[src/inc/rxcfg_consts.svh]
/*
 Constants of the receiver and serial speed configuration bank: register
 offsets, field positions, reset values and timing counts.
 Assumes a 50 MHz system clock and a byte-wide register port.
*/
`ifndef RXCFG_CONSTS_SVH
`define RXCFG_CONSTS_SVH

// ==========================================================
// Register offsets
`define RXCFG_OFF_GUARD    8'h36
`define RXCFG_OFF_THRESH   8'h37
`define RXCFG_OFF_INPUT    8'h38
`define RXCFG_OFF_ANALOG   8'h39
`define RXCFG_OFF_STATUS   8'h3A
`define RXCFG_OFF_BAUD     8'h3B

// ==========================================================
// Reset values
`define RXCFG_GUARD_RST    8'h00
`define RXCFG_THRESH_RST   8'h00
`define RXCFG_INPUT_RST    8'h00
`define RXCFG_ANALOG_RST   8'h00
`define RXCFG_BAUD_RST     8'h7A

// ==========================================================
// Field positions
`define RXCFG_GUARD_UNIT   7
`define RXCFG_GUARD_CNT    6:0
`define RXCFG_DEC_MIN      7:4
`define RXCFG_PH_MIN       3:0
`define RXCFG_QUASI_DIFF   7
`define RXCFG_CONV_MODE    6
`define RXCFG_SIG_SRC      5:4
`define RXCFG_COLL_LVL     1:0
`define RXCFG_TRIM         7:6
`define RXCFG_HPCF         3:2
`define RXCFG_GAIN         1:0
`define RXCFG_BAUD_EXP     7:5
`define RXCFG_BAUD_MANT    4:0
// Writable bits per register; the rest read as zero
`define RXCFG_INPUT_MASK   8'hF3
`define RXCFG_ANALOG_MASK  8'hCF

// ==========================================================
// Timing
`define RXCFG_CLK_PS       20000
// Sixteen carrier periods at 13.56 MHz, in picoseconds
`define RXCFG_CARR16_PS    1179941
`define RXCFG_CARR16_CYC   (`RXCFG_CARR16_PS / `RXCFG_CLK_PS)
`define RXCFG_MANT_OFS     13'h0021
`define RXCFG_DATA_BITS    8
`define RXCFG_FRAME_BITS   4'hA
`define RXCFG_COLL_OFF     2'h3

`endif

[src/inc/rxcfg_pkg.sv]
/*
 Types of the receiver and serial speed configuration bank.
 Assumes rxcfg_consts.svh is on the include path.
*/
package rxcfg_pkg;

    typedef enum logic {FR_IDLE, FR_BITS} rxcfg_frame_t;

    typedef struct packed {
        logic [7:0] addr;
        logic [7:0] wdata;
        logic       wr;
        logic       rd;
    } rxcfg_bus_t;

    typedef struct packed {
        logic       quasi_diff;
        logic       converter_mode_select;
        logic [1:0] signal_source_select;
        logic [1:0] collision_strength_level;
        logic [1:0] hpcf;
        logic [1:0] gain;
    } rxcfg_rx_ctrl_t;

    typedef struct packed {
        logic [7:0]   guard_reg;
        logic [7:0]   thresh_reg;
        logic [7:0]   input_reg;
        logic [7:0]   analog_reg;
        logic [7:0]   baud_reg;
        logic [7:0]   rdata;
        logic [6:0]   guard_left;
        logic [5:0]   unit_cnt;
        logic [12:0]  div_cnt;
        logic         baud_tick;
        rxcfg_frame_t fstate;
        logic [3:0]   bit_idx;
        logic         char_done;
        logic         collision;
        logic         dec_ok;
        logic         ph_ok;
        logic         rx_gated;
    } rxcfg_state_t;

endpackage

[src/core/rxcfg_regs.sv]
/*
 Receiver and host serial speed configuration bank: five configuration
 registers, a status register, the receive guard blanking timer, level
 and collision comparators, and the serial bit-rate generator.
 Assumes a 50 MHz clock, synchronous inputs, a 27.12 MHz crystal tick
 and a half-bit tick from the receive timing logic outside.
*/
`timescale 1ns/1ps
`include "rxcfg_consts.svh"

module rxcfg_regs (
    input  wire logic                     ref_clk,
    input  wire logic                     reset,
    input  wire rxcfg_pkg::rxcfg_bus_t    bus,
    output logic [7:0]                    rdata,
    input  wire logic                     tx_end,
    input  wire logic                     half_bit_tick,
    input  wire logic                     rx_in,
    input  wire logic [3:0]               signal_level,
    input  wire logic [3:0]               phase_level,
    input  wire logic [7:0]               main_strength,
    input  wire logic [7:0]               sec_strength,
    input  wire logic                     xtal_tick,
    input  wire logic                     char_start,
    output rxcfg_pkg::rxcfg_rx_ctrl_t     rx_ctrl,
    output logic                          rx_blank,
    output logic                          rx_in_gated,
    output logic                          decoder_level_ok,
    output logic                          phase_level_ok,
    output logic                          collision,
    output logic [12:0]                   baud_divisor,
    output logic                          baud_tick,
    output logic                          char_active,
    output logic [3:0]                    char_bit_index,
    output logic                          char_done
);
    import rxcfg_pkg::*;

    localparam logic [5:0] CARR16_LAST = 6'(`RXCFG_CARR16_CYC - 1);

    rxcfg_state_t s_q;
    rxcfg_state_t s_d;
    logic [12:0]  divisor;
    logic [10:0]  sec_scaled;
    logic [2:0]   bexp;
    logic [12:0]  mant13;

    // ==========================================================
    // Bit-rate divisor in crystal periods
    always_comb
    begin
        bexp   = s_q.baud_reg[`RXCFG_BAUD_EXP];
        mant13 = {8'h00, s_q.baud_reg[`RXCFG_BAUD_MANT]};
        if (bexp == 3'h0)
            divisor = mant13 + 13'h0001;
        else
            divisor = (mant13 + `RXCFG_MANT_OFS) << (bexp - 3'h1);
    end

    // ==========================================================
    // Next-state logic
    always_comb
    begin
        s_d           = s_q;
        s_d.rdata     = 8'h00;
        s_d.baud_tick = 1'b0;
        s_d.char_done = 1'b0;
        sec_scaled    = 11'h000;

        // Register writes; bits with no storage read back as zero
        if (bus.wr)
        begin
            if (bus.addr == `RXCFG_OFF_GUARD)
                s_d.guard_reg = bus.wdata;
            else if (bus.addr == `RXCFG_OFF_THRESH)
                s_d.thresh_reg = bus.wdata;
            else if (bus.addr == `RXCFG_OFF_INPUT)
                s_d.input_reg = bus.wdata & `RXCFG_INPUT_MASK;
            else if (bus.addr == `RXCFG_OFF_ANALOG)
                s_d.analog_reg = bus.wdata & `RXCFG_ANALOG_MASK;
            else if (bus.addr == `RXCFG_OFF_BAUD)
                s_d.baud_reg = bus.wdata;
        end

        // Register reads, answered in the following cycle
        if (bus.rd)
        begin
            if (bus.addr == `RXCFG_OFF_GUARD)
                s_d.rdata = s_q.guard_reg;
            else if (bus.addr == `RXCFG_OFF_THRESH)
                s_d.rdata = s_q.thresh_reg;
            else if (bus.addr == `RXCFG_OFF_INPUT)
                s_d.rdata = s_q.input_reg;
            else if (bus.addr == `RXCFG_OFF_ANALOG)
                s_d.rdata = s_q.analog_reg;
            else if (bus.addr == `RXCFG_OFF_STATUS)
                s_d.rdata = {3'h0, s_q.fstate == FR_BITS, s_q.dec_ok,
                             s_q.ph_ok, s_q.collision,
                             s_q.guard_left != 7'h00};
            else if (bus.addr == `RXCFG_OFF_BAUD)
                s_d.rdata = s_q.baud_reg;
        end

        // ======================================================
        // Guard blanking timer
        if (tx_end)
        begin
            s_d.guard_left = s_q.guard_reg[`RXCFG_GUARD_CNT];
            s_d.unit_cnt   = 6'h00;
        end
        else if (s_q.guard_left != 7'h00)
        begin
            if (!s_q.guard_reg[`RXCFG_GUARD_UNIT])
            begin
                if (s_q.unit_cnt == CARR16_LAST)
                begin
                    s_d.unit_cnt   = 6'h00;
                    s_d.guard_left = s_q.guard_left - 7'h01;
                end
                else
                    s_d.unit_cnt = s_q.unit_cnt + 6'h01;
            end
            else if (half_bit_tick)
                s_d.guard_left = s_q.guard_left - 7'h01;
        end
        // Input is dropped while blanked
        s_d.rx_gated = rx_in & (s_q.guard_left == 7'h00);

        // ======================================================
        // Level and collision comparators
        s_d.dec_ok = signal_level >= s_q.thresh_reg[`RXCFG_DEC_MIN];
        s_d.ph_ok  = phase_level >= s_q.thresh_reg[`RXCFG_PH_MIN];
        case (s_q.input_reg[`RXCFG_COLL_LVL])
            2'h0: sec_scaled = {3'h0, sec_strength} << 3;
            2'h1: sec_scaled = {3'h0, sec_strength} << 2;
            2'h2: sec_scaled = {3'h0, sec_strength} << 1;
            default: sec_scaled = 11'h000;
        endcase
        s_d.collision = (s_q.input_reg[`RXCFG_COLL_LVL] != `RXCFG_COLL_OFF)
                        && (sec_scaled >= {3'h0, main_strength})
                        && (main_strength != 8'h00);

        // ======================================================
        // Bit-rate generator; a new setting restarts the period
        if (bus.wr && bus.addr == `RXCFG_OFF_BAUD)
            s_d.div_cnt = 13'h0000;
        else if (xtal_tick)
        begin
            if (s_q.div_cnt >= divisor - 13'h0001)
            begin
                s_d.div_cnt   = 13'h0000;
                s_d.baud_tick = 1'b1;
            end
            else
                s_d.div_cnt = s_q.div_cnt + 13'h0001;
        end

        // ======================================================
        // Character framing: start, eight data, stop, no parity
        case (s_q.fstate)
            FR_IDLE:
            begin
                if (char_start)
                begin
                    s_d.fstate  = FR_BITS;
                    s_d.bit_idx = 4'h0;
                end
            end
            FR_BITS:
            begin
                if (s_q.baud_tick)
                begin
                    if (s_q.bit_idx == `RXCFG_FRAME_BITS - 4'h1)
                    begin
                        s_d.fstate    = FR_IDLE;
                        s_d.bit_idx   = 4'h0;
                        s_d.char_done = 1'b1;
                    end
                    else
                        s_d.bit_idx = s_q.bit_idx + 4'h1;
                end
            end
            default: s_d.fstate = FR_IDLE;
        endcase
    end

    // ==========================================================
    // State register
    always_ff @(posedge ref_clk)
    begin
        if (reset)
        begin
            s_q            <= '0;
            s_q.guard_reg  <= `RXCFG_GUARD_RST;
            s_q.thresh_reg <= `RXCFG_THRESH_RST;
            s_q.input_reg  <= `RXCFG_INPUT_RST;
            s_q.analog_reg <= `RXCFG_ANALOG_RST;
            s_q.baud_reg   <= `RXCFG_BAUD_RST;
        end
        else
            s_q <= s_d;
    end

    // ==========================================================
    // Outputs
    assign rdata            = s_q.rdata;
    assign rx_ctrl.quasi_diff = s_q.input_reg[`RXCFG_QUASI_DIFF];
    assign rx_ctrl.converter_mode_select =
        s_q.input_reg[`RXCFG_CONV_MODE];
    assign rx_ctrl.signal_source_select =
        s_q.input_reg[`RXCFG_SIG_SRC];
    assign rx_ctrl.collision_strength_level =
        s_q.input_reg[`RXCFG_COLL_LVL];
    assign rx_ctrl.hpcf     = s_q.analog_reg[`RXCFG_HPCF];
    assign rx_ctrl.gain     = s_q.analog_reg[`RXCFG_GAIN];
    assign rx_blank         = s_q.guard_left != 7'h00;
    assign rx_in_gated      = s_q.rx_gated;
    assign decoder_level_ok = s_q.dec_ok;
    assign phase_level_ok   = s_q.ph_ok;
    assign collision        = s_q.collision;
    assign baud_divisor     = divisor;
    assign baud_tick        = s_q.baud_tick;
    assign char_active      = s_q.fstate == FR_BITS;
    assign char_bit_index   = s_q.bit_idx;
    assign char_done        = s_q.char_done;
endmodule

[config.mk]
export PLATFORM = sky130hd
export DESIGN_NAME = rxcfg_regs
export DESIGN_NICKNAME = d
export VERILOG_FILES = /design/src/inc/rxcfg_pkg.sv /design/src/core/rxcfg_regs.sv
export VERILOG_INCLUDE_DIRS = /design/src /design/src/inc
export SDC_FILE = /design/constraint.sdc
export NUM_CORES = 1
export LEC_CHECK = 0
export ABC_CLOCK_PERIOD_IN_PS = 5250
export BUFFER_PORTS_ARGS = -buffer_cell sky130_fd_sc_hd__buf_2
export CAP_MARGIN = 25
export CORE_MARGIN = 2
export CORE_UTILIZATION = 57
export DETAILED_ROUTE_END_ITERATION = 16
export PLACE_DENSITY = 0.88
export SLEW_MARGIN = 30
export SYNTH_ARGS = -nofsm -noshare
export SYNTH_HDL_FRONTEND = slang
export SYNTH_SLANG_ARGS = --single-unit
[constraint.sdc]
create_clock -name ref_clk -period 5.25 [get_ports ref_clk]
set_input_delay 1.575 -clock ref_clk [delete_from_list [all_inputs] [get_ports ref_clk]]
set_output_delay 1.575 -clock ref_clk [all_outputs]
set_load 0.01 [all_outputs]
==> results of run 1 <==
power by group:
group          internal [mW]  switching [mW]  total [mW]
sequential             0.620         0.00767       0.628
clock                  0.267           0.223       0.491
combinational         0.0448          0.0619       0.107
state kept, by name, summed over array words and instances, names as in the netlist:
register / cells
baud_tick: 1
decoder_level_ok: 1
collision: 1
phase_level_ok: 1
mant13: 5
bexp: 3
s_q: 44
rdata: 8
char_done: 1
rx_ctrl: 10
char_bit_index: 4
char_active: 1
rx_in_gated: 1
stage by stage:
stage	instance area, um2	util (%)
floorplan	5490	-
global placement	5830	62.8
detailed placement	5830	62.8
CTS	6040	65.1
global route	6050	65.2
finish	6050	65.2
worst max-delay path by stage:
stage	start	to	slack (ps)	depth (start not counted)
detailed placement	mant13[0]$_SDFFE_PP0P_	baud_tick$_SDFF_PP0_	360	14
global placement	mant13[0]$_SDFFE_PP0P_	baud_tick$_SDFF_PP0_	550	14
floorplan	bexp[0]$_SDFFE_PP1P_	s_q[14]$_SDFFE_PP0P_	840	22
finish	mant13[0]$_SDFFE_PP0P_	baud_tick$_SDFF_PP0_	450	13
global route	mant13[0]$_SDFFE_PP0P_	s_q[14]$_SDFFE_PP0P_	110	13
CTS	bexp[0]$_SDFFE_PP1P_	baud_tick$_SDFF_PP0_	310	17
Yosys cell counts (6+ instances only):
cell type	count	share of area [%]
sky130_fd_sc_hd__a21oi_1	27	2.5
sky130_fd_sc_hd__inv_1	32	2.2
sky130_fd_sc_hd__nor2b_1	20	2.3
sky130_fd_sc_hd__nor3_1	27	2.5
sky130_fd_sc_hd__nand4_1	10	1.1
sky130_fd_sc_hd__dfxtp_1	81	30
sky130_fd_sc_hd__and3_1	7	0.80
sky130_fd_sc_hd__nand3_1	13	1.2
sky130_fd_sc_hd__o21a_1	10	1.4
sky130_fd_sc_hd__xnor2_1	21	3.3
sky130_fd_sc_hd__clkbuf_1	19	1.3
sky130_fd_sc_hd__o21ai_0	23	2.1
sky130_fd_sc_hd__nand2b_1	7	0.80
sky130_fd_sc_hd__nor2_1	91	6.2
sky130_fd_sc_hd__mux2i_1	45	8.2
sky130_fd_sc_hd__buf_4	25	3.4
sky130_fd_sc_hd__a21o_1	8	1.1
sky130_fd_sc_hd__a22oi_1	6	0.82
sky130_fd_sc_hd__buf_2	8	0.73
sky130_fd_sc_hd__nor4_1	6	0.68
sky130_fd_sc_hd__xor2_1	16	2.6
sky130_fd_sc_hd__ha_1	38	8.7
sky130_fd_sc_hd__a211o_1	7	1.1
sky130_fd_sc_hd__nand2_1	35	2.4
sky130_fd_sc_hd__and2_1	6	0.68
sky130_fd_sc_hd__a211oi_1	6	0.82
cells by family after synthesis:
logic type	after synthesis	synth area share (%)
AOI/OAI and AO/OA	122	15.0
xor gates and xnor gates	37	5.90
adders and majority gates	38	8.66
buffers and inverters	88	8.18
DFF	81	29.5
muxes	51	9.64
and+or+nand+nor	249	23.1
tightest hold or removal path: cells and delay by family, from the launching register on:
kind               cells  cell delay (ps)
and+or+nand+nor        1               70
AOI/OAI and AO/OA      1               50
DFF                    1              340
final cells by class:
class	count	area, um2	share of cell area, %
multi-input cells	497	3430	56.7
flip-flops and latches	81	1620	26.8
repair buffers	98	508	8.39
well taps	129	161	2.67
clock buffers	11	131	2.17
inverters	32	120	1.98
clock inverters	5	80.1	1.32
layer usage:
layer  up-vias  global-route usage [%]  wire length (um)
met5         -                       0                 0
met4         0                    10.5               353
met2       147                    46.7              6690
met3        29                    3.56               623
met1      2345                    33.3              5810
li1       2439                       -                 -
==> out/results.env, run 1 <==
IOPINCOUNT=92
TIMING.MAX_CAP.VIOLATIONS=0
CTS_TREE='built'
CRITICAL_PATH_PEAK_FANOUT=14
POWER-PER-CELL-AREA_nW_PER_UM2=202
FINAL_LAYOUT_SIZE_SUFFIX_GT1_SHARE_PCT=18.0
FIN_WS_PS=449
ASYNC_RESET_FF_SHARE_PCT=0
MIN_FROM='rx_ctrl[9]$_SDFFE_PP0P_'
REGTOREGENDPOINT='baud_tick$_SDFF_PP0_'
HTREE_LEVELS=3
GRT_START_MAX_NET_PINS=40
CTS-ROOT-BUF='sky130_fd_sc_hd__clkbuf_8'
POST_SYNTH_EDFFS=0
R2R_SLACK_PS=450
REG2REG_FROM='mant13[0]$_SDFFE_PP0P_'
WORST_HOLD_MARGIN_PS=499
VIAS=4960
TOTALNEGATIVESETUPSLACK_PS=0
FINALWIRELENGTH_UM=13500
STD_CELL_ROWS=35
FIRSTDRTPASSITERS=5
MAPPEDNETLISTNETS=753
NUMBER_OF_RESIZED_INSTANCES_IN_THE_POST_CTS_REPAIR_STEP=0
FINALCLOCKSKEW_PS=11.0
WORST-PATH-BUF-INV=0
P_TOTAL_mW=1.23
TIMING.HOLD.WORST_ENDPOINT='rdata[7]$_SDFF_PP0_'
TRACK_USAGE_PCT=26.7
NUMCTSBUFFERS=9
GRT_PASS1_WL_UM=22300
WIRE_PER_INST_UM=15.8
PLACE.DETAILED.INSTANCES=837
SYNTHTOLAYOUTAREAGROWTH_PCT=10.2
CRIT_PATH_START_KIND='register'
CRITPATHTOPFAMILY='simple AND/OR/NAND/NOR gates'
YOSYS_REGISTER_BITS=81
DIE-HEIGHT_UM=102
SYNTHESIS.AREA_UM2=5490
MOST-COMMON-LAYOUT-CELLS='91 x sky130_fd_sc_hd__nor2_1, 91 x sky130_fd_sc_hd__buf_2, 81 x sky130_fd_sc_hd__dfxtp_1'
FLOORPLAN.INITIALDENSITY_PCT=59.2
DRTANTENNAVIOLNETS=0
PATH_CELLS='ha_1 > nand3_1 > xnor2_1 > mux4_2 > nand3_1 > or3b_1 > nor3_1 > xnor2_1 > ha_1 > a211o_1 > a2111oi_0 > a21oi_2 > nor3b_1'
FINAL.PERIOD_UTILIZATION_PCT=91.4
ANTENNADIODECOUNT=0
FINAL_CELLS=853
FIRST_GLOBAL_VIAS=4819
WORST_HOLD_PATH.NUM_CELLS=2
REMAINING_DRC_ERRORS=0
WORST_R2R_PATH_DEPTH=13
MAX_SLEW.WORST_PIN.SLEW_PS=880
GLOBALPLACE.CONGESTION=0.939
SETUP_VIOL_COUNT_FINAL=0
VDD_IR_DROP_MAX_uV=191
PORT_BUFFERS=91
YOSYS_WARNING_TOTAL=0
TIMING.CRITICAL_PATH.SLOWEST_CELL_DELAY_PS=620
CLOCK_SINK_COUNT=81
CLK_PATH_BUF_DEPTH=2
PLACEABLECOREAREA_UM2=9280
PORTION_OF_THE_POST_SYNTHESIS_AREA_USED_BY_SEQUENTIAL_ELEMENTS_PCT=29.5
MAXSLEWVIOLCOUNT=0
LAYOUT.NETS=806
WORSTPATHREQUIRED_PS=5460
ANTENNA_FOUND_INITIAL=0
DATA_ARRIVAL_TIME_AT_THE_WORST_SLACK_ENDPOINT_PS=5010
PRECTSSETUPSLACK_PS=363
POSTSYNTH.TOPFLOPCELL='sky130_fd_sc_hd__dfxtp_1'
ROUTE.DETAILED.VIAS_PER_INST=5.81
GRT_REMAINING_OVERFLOW=0
FINAL_PERIOD_MINUS_WORST_SETUP_SLACK_PS=4800
POST-CTS-SETUP-BUFFERS=0
HOLD_VIOL=0
POST_SYNTH_INST_COUNT=666
RUN_STATUS='completed'
DIE-WIDTH_UM=102
PATH_CLASS='register to register'
MAXSLEWHEADROOM_PCT=41.1
SETUP.WORST_PATH.END_CLASS='register'
LEAKAGE_nW=2.57
CLOCK_LATENCY_PS=350
YOSYSUNIQUECELLTYPES=61
DIE_AREA_UM2=10400
CRITICAL-PATH-SLOWEST-CELL='sky130_fd_sc_hd__dfxtp_1'
FINAL.FILL_COUNT=806
GRT_SETUP_UNREPAIRED='false'
CTSHOLDBUFFERS=0
DRT_ITER0_DRC=260
POSTSYNTHAREAPERCELL_UM2=8.25
PATH_CLK_SLEW_PS=90
MAX_FREQ_MHz=208
DP_HPWL_UM=10300
MIN_PATH_TYPE='register to register'
(Power assumes the default switching activity.)
==> run 2: changes to the inputs <==
Settings changed: REMOVE_ABC_BUFFERS set to 1.
==> out/results.env, run 2 (same netlist as run 1, synthesis figures left out) <==
DIE_AREA_UM2=10400  # unchanged
CTSHOLDBUFFERS=0  # unchanged
R2R_SLACK_PS=430  # -20 ps
IOPINCOUNT=92  # unchanged
MOST-COMMON-LAYOUT-CELLS='91 x sky130_fd_sc_hd__buf_2, 90 x sky130_fd_sc_hd__nor2_1, 81 x sky130_fd_sc_hd__dfxtp_1'
MIN_PATH_TYPE='register to register'
WORST-PATH-BUF-INV=2  # +2
SYNTHTOLAYOUTAREAGROWTH_PCT=10.6
PLACEABLECOREAREA_UM2=9280  # unchanged
FINALCOREUTILIZATION_PCT=65.4  # +0.23 points
MOSTFREQUENTLAYOUTCELL='sky130_fd_sc_hd__buf_2'
FIRSTDRTPASSITERS=5  # unchanged
FINAL_CELLS=856  # +0.35%
PATH_CLASS='register to register'
MET1_USAGE_PCT=32.6  # -0.69 points
TIMING.HOLD.WORST_ENDPOINT='s_q[30]$_SDFFE_PP0P_'
CTS-ROOT-BUF='sky130_fd_sc_hd__clkbuf_8'
FINALWIRELENGTH_UM=13700  # +1.8%
CLK_PATH_BUF_DEPTH=2  # unchanged
WORST_HOLD_PATH.NUM_CELLS=2  # unchanged
CRITICAL-PATH-SLOWEST-CELL='sky130_fd_sc_hd__ha_1'
GRT_USE_MET3_PCT=6.22  # +2.7 points
WIRE_PER_INST_UM=16.0  # +1.4%
STD_CELL_ROWS=35  # unchanged
GLOBALPLACE.CONGESTION=0.976  # +3.9%
CP_COMMON_CELL='sky130_fd_sc_hd__ha_1'
FINAL.PERIOD_UTILIZATION_PCT=91.8  # +0.39 points
HOLD_VIOL=0  # unchanged
REMAINING_DRC_ERRORS=0  # unchanged
CTS_TREE='built'
DP_HPWL_UM=10400  # +0.33%
WORST_R2R_PATH_DEPTH=19  # +6
DRT_ITER0_DRC=274  # +5.4%
REG2REG_FROM='bexp[0]$_SDFFE_PP1P_'
ROUTE.DETAILED.VIAS_PER_INST=5.89  # +1.2%
CLOCK_SINK_COUNT=81  # unchanged
SETUP_VIOL_COUNT_FINAL=0  # unchanged
DATA_ARRIVAL_TIME_AT_THE_WORST_SLACK_ENDPOINT_PS=5030  # +20 ps
VDD_IR_DROP_MAX_uV=235  # +23%
ANTENNA_FOUND_INITIAL=0  # unchanged
LAYOUT.NETS=809  # +0.37%
DIE-WIDTH_UM=102  # unchanged
FINALCLOCKSKEW_PS=6.30  # -4.73 ps
GRT_START_MAX_NET_PINS=51  # +28%
FINAL_LAYOUT_SIZE_SUFFIX_GT1_SHARE_PCT=18.3  # +0.34 points
CLOCK_LATENCY_PS=350  # about the same
LARGEST_REG_FLOPS=44  # unchanged
FLOORPLAN.INITIALDENSITY_PCT=59.2  # unchanged
GRT_SETUP_UNREPAIRED='false'
TIMING.MAX_CAP.VIOLATIONS=0  # unchanged
MAXSLEWHEADROOM_PCT=38.9  # -2.2 points
MIN_FROM='s_q[77]$_SDFFE_PP0P_'
HTREE_LEVELS=3  # unchanged
MAXSLEWVIOLCOUNT=0  # unchanged
CP-STARTPOINT='bexp[0]$_SDFFE_PP1P_'
RUN_STATUS='completed'
ANTENNADIODECOUNT=0  # unchanged
TOTALNEGATIVESETUPSLACK_PS=0  # unchanged
CRITICAL_PATH_PEAK_FANOUT=16  # +2
PORT_BUFFERS=91  # unchanged
VIAS=5039  # +1.6%
SETUP.WORST_PATH.END_CLASS='register'
FINAL_PERIOD_MINUS_WORST_SETUP_SLACK_PS=4820  # +20.3 ps
CRITPATHTOPFAMILY='compound AO/OA/AOI/OAI gates'
REGTOREGENDPOINT='baud_tick$_SDFF_PP0_'
POWER-PER-CELL-AREA_nW_PER_UM2=203  # +0.14%
GRT_PASS1_WL_UM=22500  # +1.2%
PLACE.DETAILED.INSTANCES=840  # +0.36%
REGISTERS.TOP_BY_FF_COUNT='s_q'
WORSTPATHREQUIRED_PS=5460  # about the same
MAX_SLEW.WORST_PIN.SLEW_PS=917  # +36.8 ps
LEAKAGE_nW=2.59  # +0.52%
NUMCTSBUFFERS=9  # unchanged
CRIT_PATH_START_KIND='register'
NUMBER_OF_RESIZED_INSTANCES_IN_THE_POST_CTS_REPAIR_STEP=0  # unchanged
DRTANTENNAVIOLNETS=0  # unchanged
PATH_CLK_SLEW_PS=80  # about the same
GRTUSAGEMET2_PCT=46.2  # -0.46 points
DIE-HEIGHT_UM=102  # unchanged
MAX_FREQ_MHz=207  # -0.42%
POST-CTS-SETUP-BUFFERS=0  # unchanged
TRACK_USAGE_PCT=26.9  # +0.26 points
FIRST_GLOBAL_VIAS=4908  # +1.8%
GRT.BUSIEST_LAYER='met2'
PATH_CELLS='inv_1 > ha_1 > nand2_1 > o21ai_0 > a32oi_1 > ha_1 > inv_1 > a2111oi_1 > nand2_1 > nor2_1 > xnor2_1 > ha_1 > a21o_1 > a21o_1 > a21oi_1 > nor2_1 > a2111oi_1 > a21oi_2 > nor3b_1'
TIMING.CRITICAL_PATH.SLOWEST_CELL_DELAY_PS=510  # -110 ps
GRT_REMAINING_OVERFLOW=0  # unchanged
## run 2: area by class of cell
| type | count | area, um2 |
|---|---|---|
| sequential | 81 | 1620 |
| tap | 129 | 161 |
| clock buffer | 11 | 131 |
| clock inverter | 5 | 80.1 |
| inverter | 32 | 120 |
| fill | 762 | 3210 |
| multi-input combinational | 497 | 3430 |
| timing repair buffer | 101 | 531 |
## run 2: stage by stage
stage / setup WS [ps] / total power, mW / hold slack (ps) / cell area [um2]
floorplan: 443 / 0.691 / 437 / 5160
global placement: 609 / 0.742 / 466 / 5850
detailed placement: 389 / 0.747 / 476 / 5850
CTS: 334 / 1.23 / 487 / 6070
global route: 70.2 / 1.28 / 519 / 6070
finish: 429 / 1.23 / 490 / 6070
## run 2: worst max path at each step
stage / to / slack, ps / cells past startpoint
after floorplan: baud_tick$_SDFF_PP0_ / 440 / 17
after global routing: s_q[14]$_SDFFE_PP0P_ / 70 / 19
after CTS: baud_tick$_SDFF_PP0_ / 330 / 17
after global placement: baud_tick$_SDFF_PP0_ / 610 / 17
after detailed placement: baud_tick$_SDFF_PP0_ / 390 / 17
final: baud_tick$_SDFF_PP0_ / 430 / 19
## run 2: metal layers
layer	wire length, um	up-vias	share of wire (%)
met1	5640	2363	41
met5	0	-	0
met2	6790	195	49
met3	914	43	6.7
li1	-	2438	-
met4	378	0	2.8
## run 2: worst register-to-register path: stages, from the launching register on
cell                        delay (ps)
sky130_fd_sc_hd__dfxtp_1           340
sky130_fd_sc_hd__inv_1             120
sky130_fd_sc_hd__ha_1              510
sky130_fd_sc_hd__nand2_1           220
sky130_fd_sc_hd__o21ai_0           130
sky130_fd_sc_hd__a32oi_1           340
sky130_fd_sc_hd__ha_1              260
sky130_fd_sc_hd__inv_1              50
sky130_fd_sc_hd__a2111oi_1         410
sky130_fd_sc_hd__nand2_1           230
sky130_fd_sc_hd__nor2_1            170
sky130_fd_sc_hd__xnor2_1           150
sky130_fd_sc_hd__ha_1              280
sky130_fd_sc_hd__a21o_1            190
sky130_fd_sc_hd__a21o_1            170
sky130_fd_sc_hd__a21oi_1           130
sky130_fd_sc_hd__nor2_1             50
sky130_fd_sc_hd__a2111oi_1         430
sky130_fd_sc_hd__a21oi_2           290
sky130_fd_sc_hd__nor3b_1           220
## run 2: where the power goes
part           internal, mW  switching [mW]  leakage [nW]
Sequential            0.620         0.00753         0.655
Combinational        0.0451          0.0621          1.83
Clock                 0.268           0.229        0.0995
